File: config.mk
export PLATFORM = sky130hd
export DESIGN_NAME = gpm_port_top
export DESIGN_NICKNAME = d
export VERILOG_FILES = /design/src/hw/gpm_pkg.sv /design/src/hw/gpm_sync.sv /design/src/hw/gpm_modem_nibble.sv /design/src/hw/gpm_port_top.sv
export SDC_FILE = /design/constraint.sdc
export NUM_CORES = 1
export LEC_CHECK = 0
export BUFFER_PORTS_ARGS = -buffer_cell sky130_fd_sc_hd__buf_4
export CORE_MARGIN = 1.5
export CORE_UTILIZATION = 48
export DETAILED_ROUTE_END_ITERATION = 8
export PLACE_DENSITY = 0.85
export SETUP_SLACK_MARGIN = 0.3
export SLEW_MARGIN = 10
export SYNTH_ARGS = -nofsm -noshare
export SYNTH_HDL_FRONTEND = slang
export SYNTH_SLANG_ARGS = --single-unit
export TNS_END_PERCENT = 20
File: constraint.sdc
create_clock -name sys_clk_in -period 1.6 [get_ports sys_clk_in]
set_input_delay 0 -clock sys_clk_in [delete_from_list [all_inputs] [get_ports sys_clk_in]]
set_output_delay 0 -clock sys_clk_in [all_outputs]
set_load 0.1 [all_outputs]
File: src/hw/gpm_pkg.sv
// Package for the general pin port with modem handshake mux.
// Assumes one device clock and a synchronous active-high reset.
package gpm_pkg;

	localparam int GPM_PINS   = 8;
	localparam int GPM_NIBBLE = 4;

	// Register indices on the register port
	localparam logic [1:0] GPM_IDX_DIRECTION = 2'h0;
	localparam logic [1:0] GPM_IDX_LEVEL     = 2'h1;
	localparam logic [1:0] GPM_IDX_IRQ_MASK  = 2'h2;
	localparam logic [1:0] GPM_IDX_FUNC_CTRL = 2'h3;

	// Reset values
	localparam logic [7:0] GPM_RST_DIRECTION = 8'h00;
	localparam logic [7:0] GPM_RST_LEVEL     = 8'h00;
	localparam logic [7:0] GPM_RST_IRQ_MASK  = 8'h00;
	localparam logic [7:0] GPM_RST_FUNC_CTRL = 8'h00;

	// Cycles after reset until synchronised pins are valid
	localparam int GPM_SETTLE_CYCLES = 3;

	// Function control fields
	localparam int GPM_CTRL_CAPTURE_BIT = 0;
	localparam int GPM_CTRL_UPPER_BIT   = 1;
	localparam int GPM_CTRL_LOWER_BIT   = 2;
	localparam int GPM_CTRL_SOFT_RESET_BIT_BIT  = 3;
	localparam logic [7:0] GPM_CTRL_USED_MASK = 8'h0f;

	// Handshake positions within a nibble
	localparam int GPM_NIB_SET_READY = 0;
	localparam int GPM_NIB_TERM_RDY  = 1;
	localparam int GPM_NIB_CARRIER   = 2;
	localparam int GPM_NIB_RING      = 3;

	// Bits taken from the channel's modem registers
	localparam int GPM_IER_MODEM_BIT = 3;
	localparam int GPM_MCR_DTR_BIT   = 0;

	typedef struct packed {
		logic       wr;
		logic       rd;
		logic [1:0] idx;
		logic [7:0] wdata;
	} gpm_reg_req_s;

	typedef struct packed {
		logic carrier;
		logic ring;
		logic set_ready;
		logic d_carrier;
		logic d_ring;
		logic d_set_ready;
		logic irq;
	} gpm_modem_stat_s;

endpackage

File: src/hw/gpm_sync.sv
// Two-stage synchroniser for asynchronous pin inputs.
// Assumes pins may change at any time relative to sys_clk_in.
`timescale 1ns/1ps
module gpm_sync #(
	parameter int WIDTH = 8
) (
	input  wire logic             sys_clk_in,
	input  wire logic             rst_in,
	input  wire logic [WIDTH-1:0] async_in,
	output logic      [WIDTH-1:0] sync_out
);
	logic [WIDTH-1:0] meta_ff;

	// First stage is read only by the second stage
	always_ff @(posedge sys_clk_in) begin
		if (rst_in) begin
			meta_ff  <= '0;
			sync_out <= '0;
		end else begin
			meta_ff  <= async_in;
			sync_out <= meta_ff;
		end
	end
endmodule

File: src/hw/gpm_modem_nibble.sv
// Modem handshake view of one pin nibble for one serial channel.
// Assumes nibble input is already synchronised to sys_clk_in.
`timescale 1ns/1ps
module gpm_modem_nibble
	import gpm_pkg::*;
(
	input  wire logic            sys_clk_in,
	input  wire logic            rst_in,
	input  wire logic [3:0]      nib_in,
	input  wire logic            modem_role_in,
	input  wire logic            irq_en_in,
	output gpm_modem_stat_s      stat_out
);
	logic [3:0]      prev_ff;
	logic            chg_carrier;
	logic            chg_ring;
	logic            chg_set_ready;
	gpm_modem_stat_s nxt_stat;

	assign chg_carrier   = nib_in[GPM_NIB_CARRIER] ^ prev_ff[GPM_NIB_CARRIER];
	// Ring delta only on a low-to-high pin edge
	assign chg_ring      = nib_in[GPM_NIB_RING] & ~prev_ff[GPM_NIB_RING];
	assign chg_set_ready = nib_in[GPM_NIB_SET_READY]
		^ prev_ff[GPM_NIB_SET_READY];

	always_comb begin
		nxt_stat = '0;
		if (modem_role_in) begin
			nxt_stat.carrier     = ~nib_in[GPM_NIB_CARRIER];
			nxt_stat.ring        = ~nib_in[GPM_NIB_RING];
			nxt_stat.set_ready   = ~nib_in[GPM_NIB_SET_READY];
			nxt_stat.d_carrier   = chg_carrier;
			nxt_stat.d_ring      = chg_ring;
			nxt_stat.d_set_ready = chg_set_ready;
			nxt_stat.irq = irq_en_in
				& (chg_carrier | chg_ring | chg_set_ready);
		end
	end

	always_ff @(posedge sys_clk_in) begin
		if (rst_in) begin
			prev_ff  <= 4'hf;
			stat_out <= '0;
		end else begin
			prev_ff  <= nib_in;
			stat_out <= nxt_stat;
		end
	end
endmodule

File: src/hw/gpm_port_top.sv
// General pin port with per-nibble modem handshake role.
// Assumes a simple same-clock register port (one access per strobe)
// and channel modem registers kept by the serial channel logic.
`timescale 1ns/1ps
module gpm_port_top
	import gpm_pkg::*;
#(
	parameter int PINS = GPM_PINS
) (
	input  wire logic             sys_clk_in,
	input  wire logic             srst_in,
	input  wire gpm_reg_req_s     reg_req_in,
	output logic      [7:0]       reg_rdata_out,
	input  wire logic [PINS-1:0]  gpio_in,
	output logic      [PINS-1:0]  gpio_out,
	output logic      [PINS-1:0]  gpio_oe_out,
	input  wire logic [7:0]       irq_enable_reg_a_in,
	input  wire logic [7:0]       irq_enable_reg_b_in,
	input  wire logic [7:0]       modem_ctrl_reg_a_in,
	input  wire logic [7:0]       modem_ctrl_reg_b_in,
	output gpm_modem_stat_s       modem_stat_a_out,
	output gpm_modem_stat_s       modem_stat_b_out,
	output logic                  port_irq_out,
	output logic                  soft_reset_out
);
	logic [PINS-1:0] pin_direction_reg_ff;
	logic [PINS-1:0] pin_level_reg_ff;
	logic [PINS-1:0] pin_change_irq_mask_ff;
	logic [3:0]      pin_function_ctrl_ff;
	logic            soft_reset_bit_ff;
	logic [PINS-1:0] ref_ff;
	logic [PINS-1:0] capture_ff;
	logic [PINS-1:0] pend_ff;

	logic            dev_rst;
	logic [PINS-1:0] pin_sync;
	logic            input_capture_select;
	logic            upper_modem;
	logic            lower_modem;
	logic [PINS-1:0] modem_pins;
	logic [PINS-1:0] watched;
	logic [PINS-1:0] change;
	logic [PINS-1:0] pin_irq;
	logic [PINS-1:0] level_view;
	logic            wr_dir;
	logic            wr_level;
	logic            wr_mask;
	logic            wr_ctrl;
	logic            rd_level;
	logic [7:0]      rd_mux;
	logic [PINS-1:0] nxt_gpio;
	logic [PINS-1:0] nxt_gpio_oe;
	logic [PINS-1:0] nxt_ref;
	logic [PINS-1:0] nxt_capture;
	logic [PINS-1:0] nxt_pend;
	logic            nxt_irq;
	logic            soft_req;
	logic [GPM_SETTLE_CYCLES-1:0] settle_ff;
	logic            settled;
	logic            role_a;
	logic            role_b;

	// One strobe-and-index match for every register
	function automatic logic reg_hit(
		input logic       strobe,
		input logic [1:0] idx,
		input logic [1:0] target
	);
		return strobe & (idx == target);
	endfunction

	// soft reset reaches every register here
	assign dev_rst = srst_in | soft_reset_bit_ff;

	gpm_sync #(
		.WIDTH (PINS)
	) u_sync (
		.sys_clk_in (sys_clk_in),
		.rst_in     (dev_rst),
		.async_in   (gpio_in),
		.sync_out   (pin_sync)
	);

	assign input_capture_select = pin_function_ctrl_ff[GPM_CTRL_CAPTURE_BIT];
	assign upper_modem = pin_function_ctrl_ff[GPM_CTRL_UPPER_BIT];
	assign lower_modem = pin_function_ctrl_ff[GPM_CTRL_LOWER_BIT];
	assign modem_pins  = {{GPM_NIBBLE{upper_modem}},
		{GPM_NIBBLE{lower_modem}}};

	// Register decode
	assign wr_dir   = reg_hit(reg_req_in.wr, reg_req_in.idx,
		GPM_IDX_DIRECTION);
	assign wr_level = reg_hit(reg_req_in.wr, reg_req_in.idx,
		GPM_IDX_LEVEL);
	assign wr_mask  = reg_hit(reg_req_in.wr, reg_req_in.idx,
		GPM_IDX_IRQ_MASK);
	assign wr_ctrl  = reg_hit(reg_req_in.wr, reg_req_in.idx,
		GPM_IDX_FUNC_CTRL);
	assign rd_level = reg_hit(reg_req_in.rd, reg_req_in.idx,
		GPM_IDX_LEVEL);
	assign soft_req = wr_ctrl & reg_req_in.wdata[GPM_CTRL_SOFT_RESET_BIT_BIT];

	// Synchroniser reads zero for two cycles after reset, so
	// change detection waits and the reference follows the pin
	assign settled = ~|settle_ff;
	assign role_a  = upper_modem & settled;
	assign role_b  = lower_modem & settled;

	// modem pins leave the general port
	assign watched = ~pin_direction_reg_ff & ~modem_pins;

	// capture off: change is difference from last read
	// capture on: ref tracks pin so change is an edge
	assign change = (pin_sync ^ ref_ff) & watched & {PINS{settled}};

	always_comb begin
		nxt_ref     = ref_ff;
		nxt_capture = capture_ff;
		nxt_pend    = pend_ff;
		if (input_capture_select) begin
			nxt_ref = pin_sync;
			// read clears, a new change wins
			if (rd_level) begin
				nxt_pend = '0;
			end
			for (int i = 0; i < PINS; i++) begin
				if (change[i] && (!pend_ff[i] || rd_level)) begin
					nxt_capture[i] = pin_sync[i];
					nxt_pend[i]    = 1'b1;
				end
			end
		end else begin
			nxt_pend = '0;
			// read takes the present level as reference
			if (rd_level) begin
				nxt_ref = pin_sync;
			end
			// Unwatched pins keep no stale difference
			nxt_ref = (nxt_ref & watched) | (pin_sync & ~watched);
		end
		// No reference taken from an unfilled synchroniser
		if (!settled) begin
			nxt_ref = pin_sync;
		end
	end

	// capture off: live mismatch, clears itself on revert
	// mask gates, not for modem pins
	assign pin_irq = (input_capture_select ? (pend_ff & watched) : change)
		& pin_change_irq_mask_ff & ~modem_pins;

	assign nxt_irq = |pin_irq;

	// level of every pin, captured bit while pending
	assign level_view = input_capture_select
		? ((capture_ff & pend_ff) | (pin_sync & ~pend_ff))
		: pin_sync;

	always_comb begin
		rd_mux = 8'h00;
		unique case (reg_req_in.idx)
			GPM_IDX_DIRECTION: rd_mux = 8'(pin_direction_reg_ff);
			GPM_IDX_LEVEL:     rd_mux = 8'(level_view);
			GPM_IDX_IRQ_MASK:  rd_mux = 8'(pin_change_irq_mask_ff);
			GPM_IDX_FUNC_CTRL: rd_mux = {4'h0, pin_function_ctrl_ff};
		endcase
	end

	// Pin drive
	always_comb begin
		nxt_gpio    = pin_level_reg_ff;
		nxt_gpio_oe = pin_direction_reg_ff & ~modem_pins;
		// terminal ready follows modem control, active low pin
		if (upper_modem) begin
			nxt_gpio[GPM_NIBBLE + GPM_NIB_TERM_RDY] =
				~modem_ctrl_reg_a_in[GPM_MCR_DTR_BIT];
			nxt_gpio_oe[GPM_NIBBLE + GPM_NIB_TERM_RDY] = 1'b1;
		end
		if (lower_modem) begin
			nxt_gpio[GPM_NIB_TERM_RDY] =
				~modem_ctrl_reg_b_in[GPM_MCR_DTR_BIT];
			nxt_gpio_oe[GPM_NIB_TERM_RDY] = 1'b1;
		end
	end

	// channel A handshakes on upper nibble
	gpm_modem_nibble u_chan_a (
		.sys_clk_in    (sys_clk_in),
		.rst_in        (dev_rst),
		.nib_in        (pin_sync[2*GPM_NIBBLE-1:GPM_NIBBLE]),
		.modem_role_in (role_a),
		.irq_en_in     (irq_enable_reg_a_in[GPM_IER_MODEM_BIT]),
		.stat_out      (modem_stat_a_out)
	);

	// channel B handshakes on lower nibble
	gpm_modem_nibble u_chan_b (
		.sys_clk_in    (sys_clk_in),
		.rst_in        (dev_rst),
		.nib_in        (pin_sync[GPM_NIBBLE-1:0]),
		.modem_role_in (role_b),
		.irq_en_in     (irq_enable_reg_b_in[GPM_IER_MODEM_BIT]),
		.stat_out      (modem_stat_b_out)
	);

	// Registers written by software
	always_ff @(posedge sys_clk_in) begin
		if (dev_rst) begin
			pin_direction_reg_ff   <= PINS'(GPM_RST_DIRECTION);
			pin_level_reg_ff       <= PINS'(GPM_RST_LEVEL);
			pin_change_irq_mask_ff <= PINS'(GPM_RST_IRQ_MASK);
			pin_function_ctrl_ff   <= GPM_RST_FUNC_CTRL[3:0];
		end else begin
			if (wr_dir) begin
				pin_direction_reg_ff <= reg_req_in.wdata[PINS-1:0];
			end
			if (wr_level) begin
				pin_level_reg_ff <= reg_req_in.wdata[PINS-1:0];
			end
			if (wr_mask) begin
				pin_change_irq_mask_ff <= reg_req_in.wdata[PINS-1:0];
			end
			if (wr_ctrl) begin
				pin_function_ctrl_ff <= {1'b0,
					reg_req_in.wdata[2:0] & GPM_CTRL_USED_MASK[2:0]};
			end
		end
	end

	// set by write, cleared by the reset it causes
	always_ff @(posedge sys_clk_in) begin
		if (dev_rst) begin
			soft_reset_bit_ff <= 1'b0;
			soft_reset_out    <= 1'b0;
		end else begin
			soft_reset_bit_ff <= soft_req;
			soft_reset_out    <= soft_req;
		end
	end

	// Settling window restarts with every device reset
	always_ff @(posedge sys_clk_in) begin
		if (dev_rst) begin
			settle_ff <= '1;
		end else begin
			settle_ff <= {settle_ff[GPM_SETTLE_CYCLES-2:0], 1'b0};
		end
	end

	// Change tracking and outputs
	always_ff @(posedge sys_clk_in) begin
		if (dev_rst) begin
			ref_ff        <= '0;
			capture_ff    <= '0;
			pend_ff       <= '0;
			port_irq_out  <= 1'b0;
			gpio_out      <= '0;
			gpio_oe_out   <= '0;
			reg_rdata_out <= 8'h00;
		end else begin
			ref_ff       <= nxt_ref;
			capture_ff   <= nxt_capture;
			pend_ff      <= nxt_pend;
			port_irq_out <= nxt_irq;
			gpio_out     <= nxt_gpio;
			gpio_oe_out  <= nxt_gpio_oe;
			if (reg_req_in.rd) begin
				reg_rdata_out <= rd_mux;
			end
		end
	end
endmodule

Word level (Yosys, flattened, before mapping)
Index checks and enable logic that the tools add are counted.

Register bits after elaboration: 118. Input bits: 54. Output and inout port bits: 40. Word-level logic and storage cells: 169.

Eq/ne operators: 3. Muxes and demuxes: 21. Bitwise logic cells: 52. Reductions and logical operators: 47.

Operators by type and width (count): 8-bit AND (11); 8-bit 2-to-1 mux (7); 8-bit NOT (4); 8-bit case mux with 4 select lines (1); 8-bit bitwise OR (2); 2-bit AND reduction (8); 2-bit nonzero test (8); 1-bit 2-to-1 mux (13); 1-bit NOT (13); 1-bit AND (12); 1-bit logical NOT (9); 1-bit logical AND (8); 1-bit logical OR (8); 8-bit OR reduction (1); 8-bit bitwise XOR (1); 2-bit OR reduction (3); 1-bit bitwise OR (5); 2-bit == test (second input constant) (2); 1-bit bitwise XOR (4); 3-bit OR reduction (1); 2-bit by 1-bit == test with 1-bit output (second input constant) (1); 2-bit logical NOT (1).

Logic depth before layout (Yosys ltp)
Gate-level depths: netlist (run 1).

Depth in word-level cells: 8. Depth in mapped cells: 7. Mapped depth without buffers: 6.

By module
Synthesis (run 1) repeated with hierarchy kept, for this count alone.

Cell total of the unflattened synthesis: 469. Area, all modules: 4342.9 um2.

Modules (own cells, without submodules): gpm_port_top (instances 1, cells each 386, area an instance 3295.7 um2, seq. area each 1601.5 um2); gpm_modem_nibble (instances 2, cells each 25, area an instance 291.5 um2, seq. area each 200.2 um2); gpm_sync (instances 1, cells each 33, area an instance 464.2 um2, seq. area each 320.3 um2).

Worst setup path after synthesis (run 1)
Ideal clock, no wire load.

Path type: reg-to-reg. Start point: register soft_reset_bit_ff. End point: register port_irq_out. Library setup time: 0.122 ns. Arrival: 2.058 ns. Required time: 1.478 ns. Slack: -0.580 ns. Cell stages (with the launch flop): 7. Path buffers: 0. Period minus slack after synthesis: 2.180 ns. Path through: dfxtp_1 -> nor2_2 -> inv_1 -> nor2_1 -> and4b_1 -> a31o_1 -> a221o_1.

Word-level cells in the longest chain between the ends: 1.

Ends and longest elaborated chain: from (decl) (line gpm_port_top.sv:30) `logic soft_reset_bit_ff;`; from (signal assigned) (line gpm_port_top.sv:236) `soft_reset_bit_ff <= soft_req;`; 1-bit bitwise OR (line gpm_port_top.sv:73) `assign dev_rst = srst_in | soft_reset_bit_ff;`; to (signal assigned) (line gpm_port_top.sv:264) `port_irq_out <= nxt_irq;`; to (decl) (line gpm_port_top.sv:23) `output logic port_irq_out,`.

No other way between the ends. A chain may end at the register's enable or synchronous reset.

Worst setup path after layout (run 1)
Start point: register settle_ff[1]. End point: register port_irq_out.

Word-level cells in the longest chain between the ends: 7.

Ends and longest elaborated chain: from (decl) (line gpm_port_top.sv:58) `logic [GPM_SETTLE_CYCLES-1:0] settle_ff;`; from (signal assigned) (line gpm_port_top.sv:246) `settle_ff <= {settle_ff[GPM_SETTLE_CYCLES-2:0], 1'b0};`; 3-bit OR reduction (line gpm_port_top.sv:105) `assign settled = ~|settle_ff;`; 1-bit logical NOT (line gpm_port_top.sv:105); 8-bit AND (line gpm_port_top.sv:114) `assign change = (pin_sync ^ ref_ff) & watched & {PINS{settled}};`; 8-bit 2-to-1 mux (line gpm_port_top.sv:149) `assign pin_irq = (input_capture_select ? (pend_ff & watched) : change)`; 8-bit AND (2 in series) (line gpm_port_top.sv:150) `& pin_change_irq_mask_ff & ~modem_pins;`; 8-bit OR reduction (line gpm_port_top.sv:152) `assign nxt_irq = |pin_irq;`.

No other way between the ends.

==> metrics.md, run 1 <==
| Metric | Value |
|---|---|
| Status | `complete, but fails checks` |
| Failing checks | `negative setup slack` |
| Net Sw Frac | `24.12%` |
| TritonCTS clock tree | `built` |
| Total of fill cells in the finished design | `656` |
| Die Wd | `approximately 98 µm` |
| Post-route DRC | `0` |
| Rows | `34` |
| Synthesized netlist cell count | `approximately 470` |
| Die area | `9649 µm²` |
| Vias in the first global route | `around 3800` |
| Setup CP Type | `reg -> reg` |
| Max Cap Viol | `0` |
| Num Clock Sinks | `116` |
| Synth Flop Type | `dfxtp_1` |
| Lkg Pwr | `between 2 and 3 nW` |
| WL per Instance | `16.02 µm` |
| Relative slew margins | `about 61%` |
| Iter 0 DRT Violations | `310` |
| Final period demand of the worst path | `~1700 ps` |
| H-Tree Depth | `4` |
| RSZ-0062 raised after global routing | `true` |
| Die Height | `98.23 µm` |
| Num CTS Buffers | `17` |
| ANT cells | `0` |
| Register area share after synthesis | `53.35%` |
| P_sw | `1.730 mW` |
| Worst hold path type | `in -> reg` |
| Total grt overflow | `0` |
| Placeable Area | `roughly 9000 µm²` |
| Final hold viol count | `0` |
| Clock Pin Slew Worst Setup and Hold Paths | `50 ps` |
| Clk_lat worst skew | `510 ps` |
| Tot GR Track Use | `between 20% and 30%` |
| Routability Congestion | `approximately 0.94` |
| DP HPWL | `6853 µm` |
| Syn avg cell area | `9.341 µm²` |
| Final worst-path cycle share | `106.8%` |
| Seq pwr share | `a little over two fifths` |
| Total design power | `approximately 7 mW` |
| Combinational cell fraction of total power | `9.3%` |
| Largest net degree at the start of global routing | `35` |
| ANT nets after route | `0` |
| Final worst hold slack | `88.36 ps` |
| PD cells | `between 1000 and 1500 nW/µm²` |
| Commonest cells after routing, fill and taps aside | `dfxtp_1 (113), buf_4 (86), nor2_1 (72)` |
| Final WS setup | `-108.8 ps` |
| Max clock buf depth | `2` |
| Final WL | `11100 µm` |
| VDD IR-drop max | `~0.88 mV` |
| Slew @ Worst Pin | `581.8 ps` |
| CP Launch Type | `flop` |
| Ys async rst share | `0%` |
| Clock root buffer | `clkbuf_8` |
| First-pass GRT wire length | `17500 µm` |
| Initial antenna violation count | `0` |
| Vias per Instance | `~5.6` |
| Share of cells above drive strength 1 | `a little under a quarter` |
| Commonest non-fill, non-tap cell in the layout | `dfxtp_1` |
| Syn_nets | `520` |
| Yosys warns | `0` |
| I/O pins | `94` |
| Internal Power | `5.442 mW` |
| EDFF count, synth | `0` |
| First-pass iteration count of the detailed router | `5` |
| Critical path required time | `2060 ps` |
| Vias post-DR | `3881` |
| Clk network pwr share | `roughly half` |
| Top achievable clock speed | `585.2 MHz` |
| Reg2reg setup slack | `-110 ps` |
| Slew Limit Fails | `0` |
| Clock Skew | `7.088 ps` |
| Area delta synth->final | `35.70%` |
| Cell Area, Synth | `4353 µm²` |
| FF+latch count, synth | `116` |
| Critical Path AT | `2170 ps` |
| Pre-CTS setup slack | `-81.58 ps` |
| Nets | `approximately 630` |
| CP endpoint kind | `flop` |
| Final setup fails | `15` |
| Initial Util | `49.67%` |
| IO Port Bufs | `65` |
| Count of different cell masters after synthesis | `37` |
| Crit path max fanout | `8` |
==> kinds of logic after synthesis <==
family                    after synthesis  synth area share, %
AOI/OAI and AO/OA                      55                7.560
DFF                                   116                53.35
muxes                                  39                8.968
and+or+nand+nor                       214                24.32
buffers and inverters                  30                3.392
xor gates and xnor gates               12                2.414
==> routing by layer <==
metal	global-route usage [%]	up-vias	part of all wire (%)
met3	6.586	41	7.1
met5	0	-	0
met4	12.24	0	3.2
met2	40.16	229	50
met1	25.87	1822	39
li1	-	1789	-
==> metrics by stage <==
step                utilization [%]  TNS [ps]  instance area, µm²  instances
finish                        67.40    -923.7                5907        693
global route                  67.40     -1879                5907        693
CTS                           67.06    -337.5                5877        693
detailed placement            57.61    -449.9                5049        635
global placement              57.61    -267.3                5049        635
floorplan                         -         0                4380        466
==> state kept, by name, indices dropped and copies added (netlist names), 3 cells and up, named ones only <==
signal / flops
capture_ff: 8
gpio_oe_out: 8
gpio_out: 8
pend_ff: 8
pin_change_irq_mask_ff: 8
pin_direction_reg_ff: 8
pin_function_ctrl_ff: 3
pin_level_reg_ff: 8
reg_rdata_out: 8
settle_ff: 3
u_chan_a.prev_ff: 3
u_chan_a.stat_out: 7
u_chan_b.prev_ff: 3
u_chan_b.stat_out: 7
u_sync.meta_ff: 8
u_sync.sync_out: 8
==> power groups by stage <==
stage	registers [mW]	logic, mW	clock network [mW]
2_1_floorplan	3.24	0.246	0
3_3_place_gp	3.09	0.583	0
3_5_place_dp	3.09	0.593	0
4_1_cts	3.03	0.650	3.51
5_1_grt	3.04	0.704	3.64
6_report	3.03	0.665	3.47
==> critical path, cell delays in order, from the launching register on <==
cell     delay [ps]
dfxtp_2         320
or4_4           520
buf_6           160
o21ai_0         240
nand3_1         140
nand4_1         130
a221o_1         140
==> layout make-up <==
cell class | instances | area, µm² | area share (%)
sequential | 116 | 2328 | 39.42
timing repair buffer | 115 | 959.7 | 16.25
inverter | 2 | 7.507 | 0.1271
clock inverter | 9 | 76.32 | 1.292
tap | 108 | 135.1 | 2.288
multi-input combinational | 320 | 1922 | 32.54
clock buffer | 23 | 478.0 | 8.091
==> path summary, 6_finish.rpt <==
check	end	depth (start not counted)	from
min	pend_ff[3]$_SDFFE_PP0P_	4	reg_req_in[8]
max	port_irq_out$_SDFF_PP0_	6	settle_ff[1]$_SDFF_PP1_
min reg2reg	u_sync.sync_out[4]$_SDFF_PP0_	1	u_sync.meta_ff[4]$_SDFF_PP0_
max reg2reg	port_irq_out$_SDFF_PP0_	6	settle_ff[1]$_SDFF_PP1_
==> timing repair <==
| item | CTS | global route |
|---|---|---|
| setup endpoints to repair | 41 | 47 |
| pin swaps | 4 | 3 |
| gates resized for setup | 6 | 12 |
| gates cloned | 0 | 0 |
| endpoints found under the hold margin | 56 | 0 |
| hold buffers | 24 | 0 |
| buffers inserted | 2 | 0 |
==> cells in the mapped netlist (all sizes together), types with 2 or more instances <==
library cell,instances,area [µm²]
dfxtp,116,2322
nor2,73,276.5
nand2,52,195.2
mux2i,39,390.4
and2,28,175.2
nand3,25,125.1
a21oi,20,100.1
o21ai,18,90.08
clkbuf,15,56.30
buf,13,83.82
nand3b,11,86.33
xnor2,11,96.34
or3,8,51.30
or3b,7,61.31
a311o,6,60.06
a31oi,6,37.54
a211oi,2,15.01
inv,2,7.510
nand2b,2,12.51
nor2b,2,20.02
nor3b,2,15.01
Power figures use the tool's default switching activity.
==> run 2: changes to the inputs <==
Settings changed: CELL_PAD_IN_SITES_DETAIL_PLACEMENT set to 0, CELL_PAD_IN_SITES_GLOBAL_PLACEMENT set to 1, CORE_UTILIZATION 48 to 36, PLACE_DENSITY 0.85 to 0.84.
==> metrics.md, run 2 (synthesis gave the netlist of run 1 again) <==
| Metric | Value |
|---|---|
| Die Height | `113.0 µm (+15%)` |
| Initial antenna violation count | `0 (unchanged)` |
| IO Port Bufs | `65 (unchanged)` |
| Nets | `630 (+0.64%)` |
| Relative slew margins | `76.29% (+15 points)` |
| TritonCTS clock tree | `built` |
| Final period demand of the worst path | `1693 ps (-15.73 ps)` |
| CP Launch Type | `flop` |
| WL per Instance | `15.06 µm (-6.0%)` |
| Routability Congestion | `0.8727 (-6.8%)` |
| Clock Skew | `8.722 ps (+1.634 ps)` |
| Lkg Pwr | `2.607 nW (+1.6%)` |
| Max clock buf depth | `2 (unchanged)` |
| PD cells | `1244 nW/µm² (+2.5%)` |
| Vias per Instance | `4.995 (-11%)` |
| Ordered cell list for the critical path | `or4_4, buf_6, nor2b_4, nand2_1, mux2i_1, nor2_1` |
| I/O pins | `94 (unchanged)` |
| Critical Path AT | `1990 ps (-180 ps)` |
| H-Tree Depth | `4 (unchanged)` |
| Slew Limit Fails | `0 (unchanged)` |
| Post-route DRC | `0 (unchanged)` |
| Die Wd | `113.0 µm (+15%)` |
| Initial Util | `37.48% (-12 points)` |
| Critical path required time | `1900 ps (-160 ps)` |
| ANT nets after route | `0 (unchanged)` |
| Max Cap Viol | `0 (unchanged)` |
| Setup CP Type | `reg -> reg` |
| Final hold viol count | `0 (unchanged)` |
| Final worst-path cycle share | `105.8% (-0.98 points)` |
| Clock root buffer | `clkbuf_16` |
| Placeable Area | `11610 µm² (+33%)` |
| Num CTS Buffers | `17 (unchanged)` |
| Total design power | `7.484 mW (+4.4%)` |
| CP endpoint kind | `flop` |
| Largest stage delay, worst path | `520 ps (about the same)` |
| Pre-CTS setup slack | `-80.14 ps (+1.432 ps)` |
| Clk_lat worst skew | `420 ps (-90 ps)` |
| Share of cells above drive strength 1 | `24.11% (+0.18 points)` |
| ANT cells | `0 (unchanged)` |
| Commonest cells after routing, fill and taps aside | `dfxtp_1 (114), buf_4 (92), nor2_1 (72)` |
| Slew @ Worst Pin | `355.3 ps (-226.5 ps)` |
| Area delta synth->final | `38.23%` |
| First-pass GRT wire length | `18000 µm (+2.8%)` |
| First-pass iteration count of the detailed router | `5 (unchanged)` |
| Die area | `12760 µm² (+32%)` |
| Worst R2R Start | `settle_ff[1]$_SDFF_PP1_` |
| Total of fill cells in the finished design | `1031 (+57%)` |
| Final WL | `11020 µm (-0.74%)` |
| Instance area at placement | `5137 µm² (+1.8%)` |
| Vias in the first global route | `3609 (-5.4%)` |
| DP HPWL | `7421 µm (+8.3%)` |
| Hold Startpoint | `reg_req_in[10]` |
| Tot GR Track Use | `18.39% (-4.8 points)` |
| Status | `complete, but fails checks` |
| Num Clock Sinks | `116 (unchanged)` |
| Clock Pin Slew Worst Setup and Hold Paths | `50 ps (about the same)` |
| Vias post-DR | `3656 (-5.8%)` |
| Commonest non-fill, non-tap cell in the layout | `dfxtp_1` |
| Crit path max fanout | `8 (unchanged)` |
| Critical Path Slowest Stage Cell | `or4_4` |
| Top achievable clock speed | `590.7 MHz (+0.93%)` |
| Largest net degree at the start of global routing | `35 (unchanged)` |
| VDD IR-drop max | `0.4984 mV (-44%)` |
| Rows | `39 (+15%)` |
| Final setup fails | `12 (-3)` |
| Failing checks | `negative setup slack` |
| Post-layout util | `51.81% (-16 points)` |
| Worst hold path type | `in -> reg` |
| Total grt overflow | `0 (unchanged)` |
| Iter 0 DRT Violations | `222 (-28%)` |
| Final WS setup | `-93.04 ps (+15.73 ps)` |
| CP startpoint | `settle_ff[1]$_SDFF_PP1_` |
| Design area | `6017 µm² (+1.9%)` |
| RSZ-0062 raised after global routing | `true` |
run 2: changes by cell type in the layout (fill, tap and decap cells not counted), sizes merged:
cell         delta
clkbuf          -1
dlygate4sd3     -2
inv             +1
clkinv          -2
bufinv          +2
buf             +6
run 2: what timing repair did:
| item | 4_1_cts | 5_1_grt |
|---|---|---|
| gates resized for setup | 7 | 8 |
| buffers inserted | 1 | 1 |
| pin swaps | 8 | 4 |
| setup endpoints to repair | 40 | 47 |
| hold buffers | 22 | 0 |
| endpoints found under the hold margin | 48 | 0 |
run 2: metrics by stage:
| stage | setup TNS (ps) | std cells | hold slack (ps) |
|---|---|---|---|
| after floorplan | 0 | 466 | 98.79 |
| after global placement | -234.3 | 676 | 185.5 |
| after detailed placement | -385.0 | 676 | 192.6 |
| after CTS | -518.6 | 731 | 4.655 |
| after global routing | -1793 | 732 | 36.02 |
| final | -587.7 | 732 | 19.36 |
run 2: final cells by class:
cell class / instances / area (µm²) / share of cell area [%]
inverter: 2 / 7.507 / 0.1248
timing repair buffer: 119 / 984.7 / 16.37
clock buffer: 22 / 464.2 / 7.715
tap: 143 / 178.9 / 2.974
clock inverter: 10 / 128.9 / 2.142
sequential: 116 / 2327 / 38.68
multi-input combinational: 320 / 1926 / 32.00
run 2: worst max-delay path, delay by kind of cell (launching register included):
kind | cells | cell delay [ps]
flip-flops | 1 | 320
buffers and inverters | 1 | 150
multiplexers | 1 | 170
AND/OR/NAND/NOR | 4 | 930
run 2: worst paths after layout:
path                            cells after the start                       endpoint  slack (ps)
worst min-delay path                                3  reg_rdata_out[2]$_SDFFE_PP0P_          20
worst min register to register                      1  u_sync.sync_out[6]$_SDFF_PP0_         420
worst max-delay path                                6                           flop         -90
worst max register to register                      6                           flop         -90
run 2: power breakdown:
part | internal [mW] | leakage, nW | total, mW | switching, mW
Clock | 2.51 | 0.294 | 3.79 | 1.28
Sequential | 2.98 | 0.946 | 3.03 | 0.0529
Combinational | 0.253 | 1.37 | 0.666 | 0.413
run 2: metal layers:
layer  wire length, µm  global-route usage (%)
met1              4689                   21.63
met2              5486                   31.14
met3               625                   5.785
met4               219                   7.750
met5                 0                       0
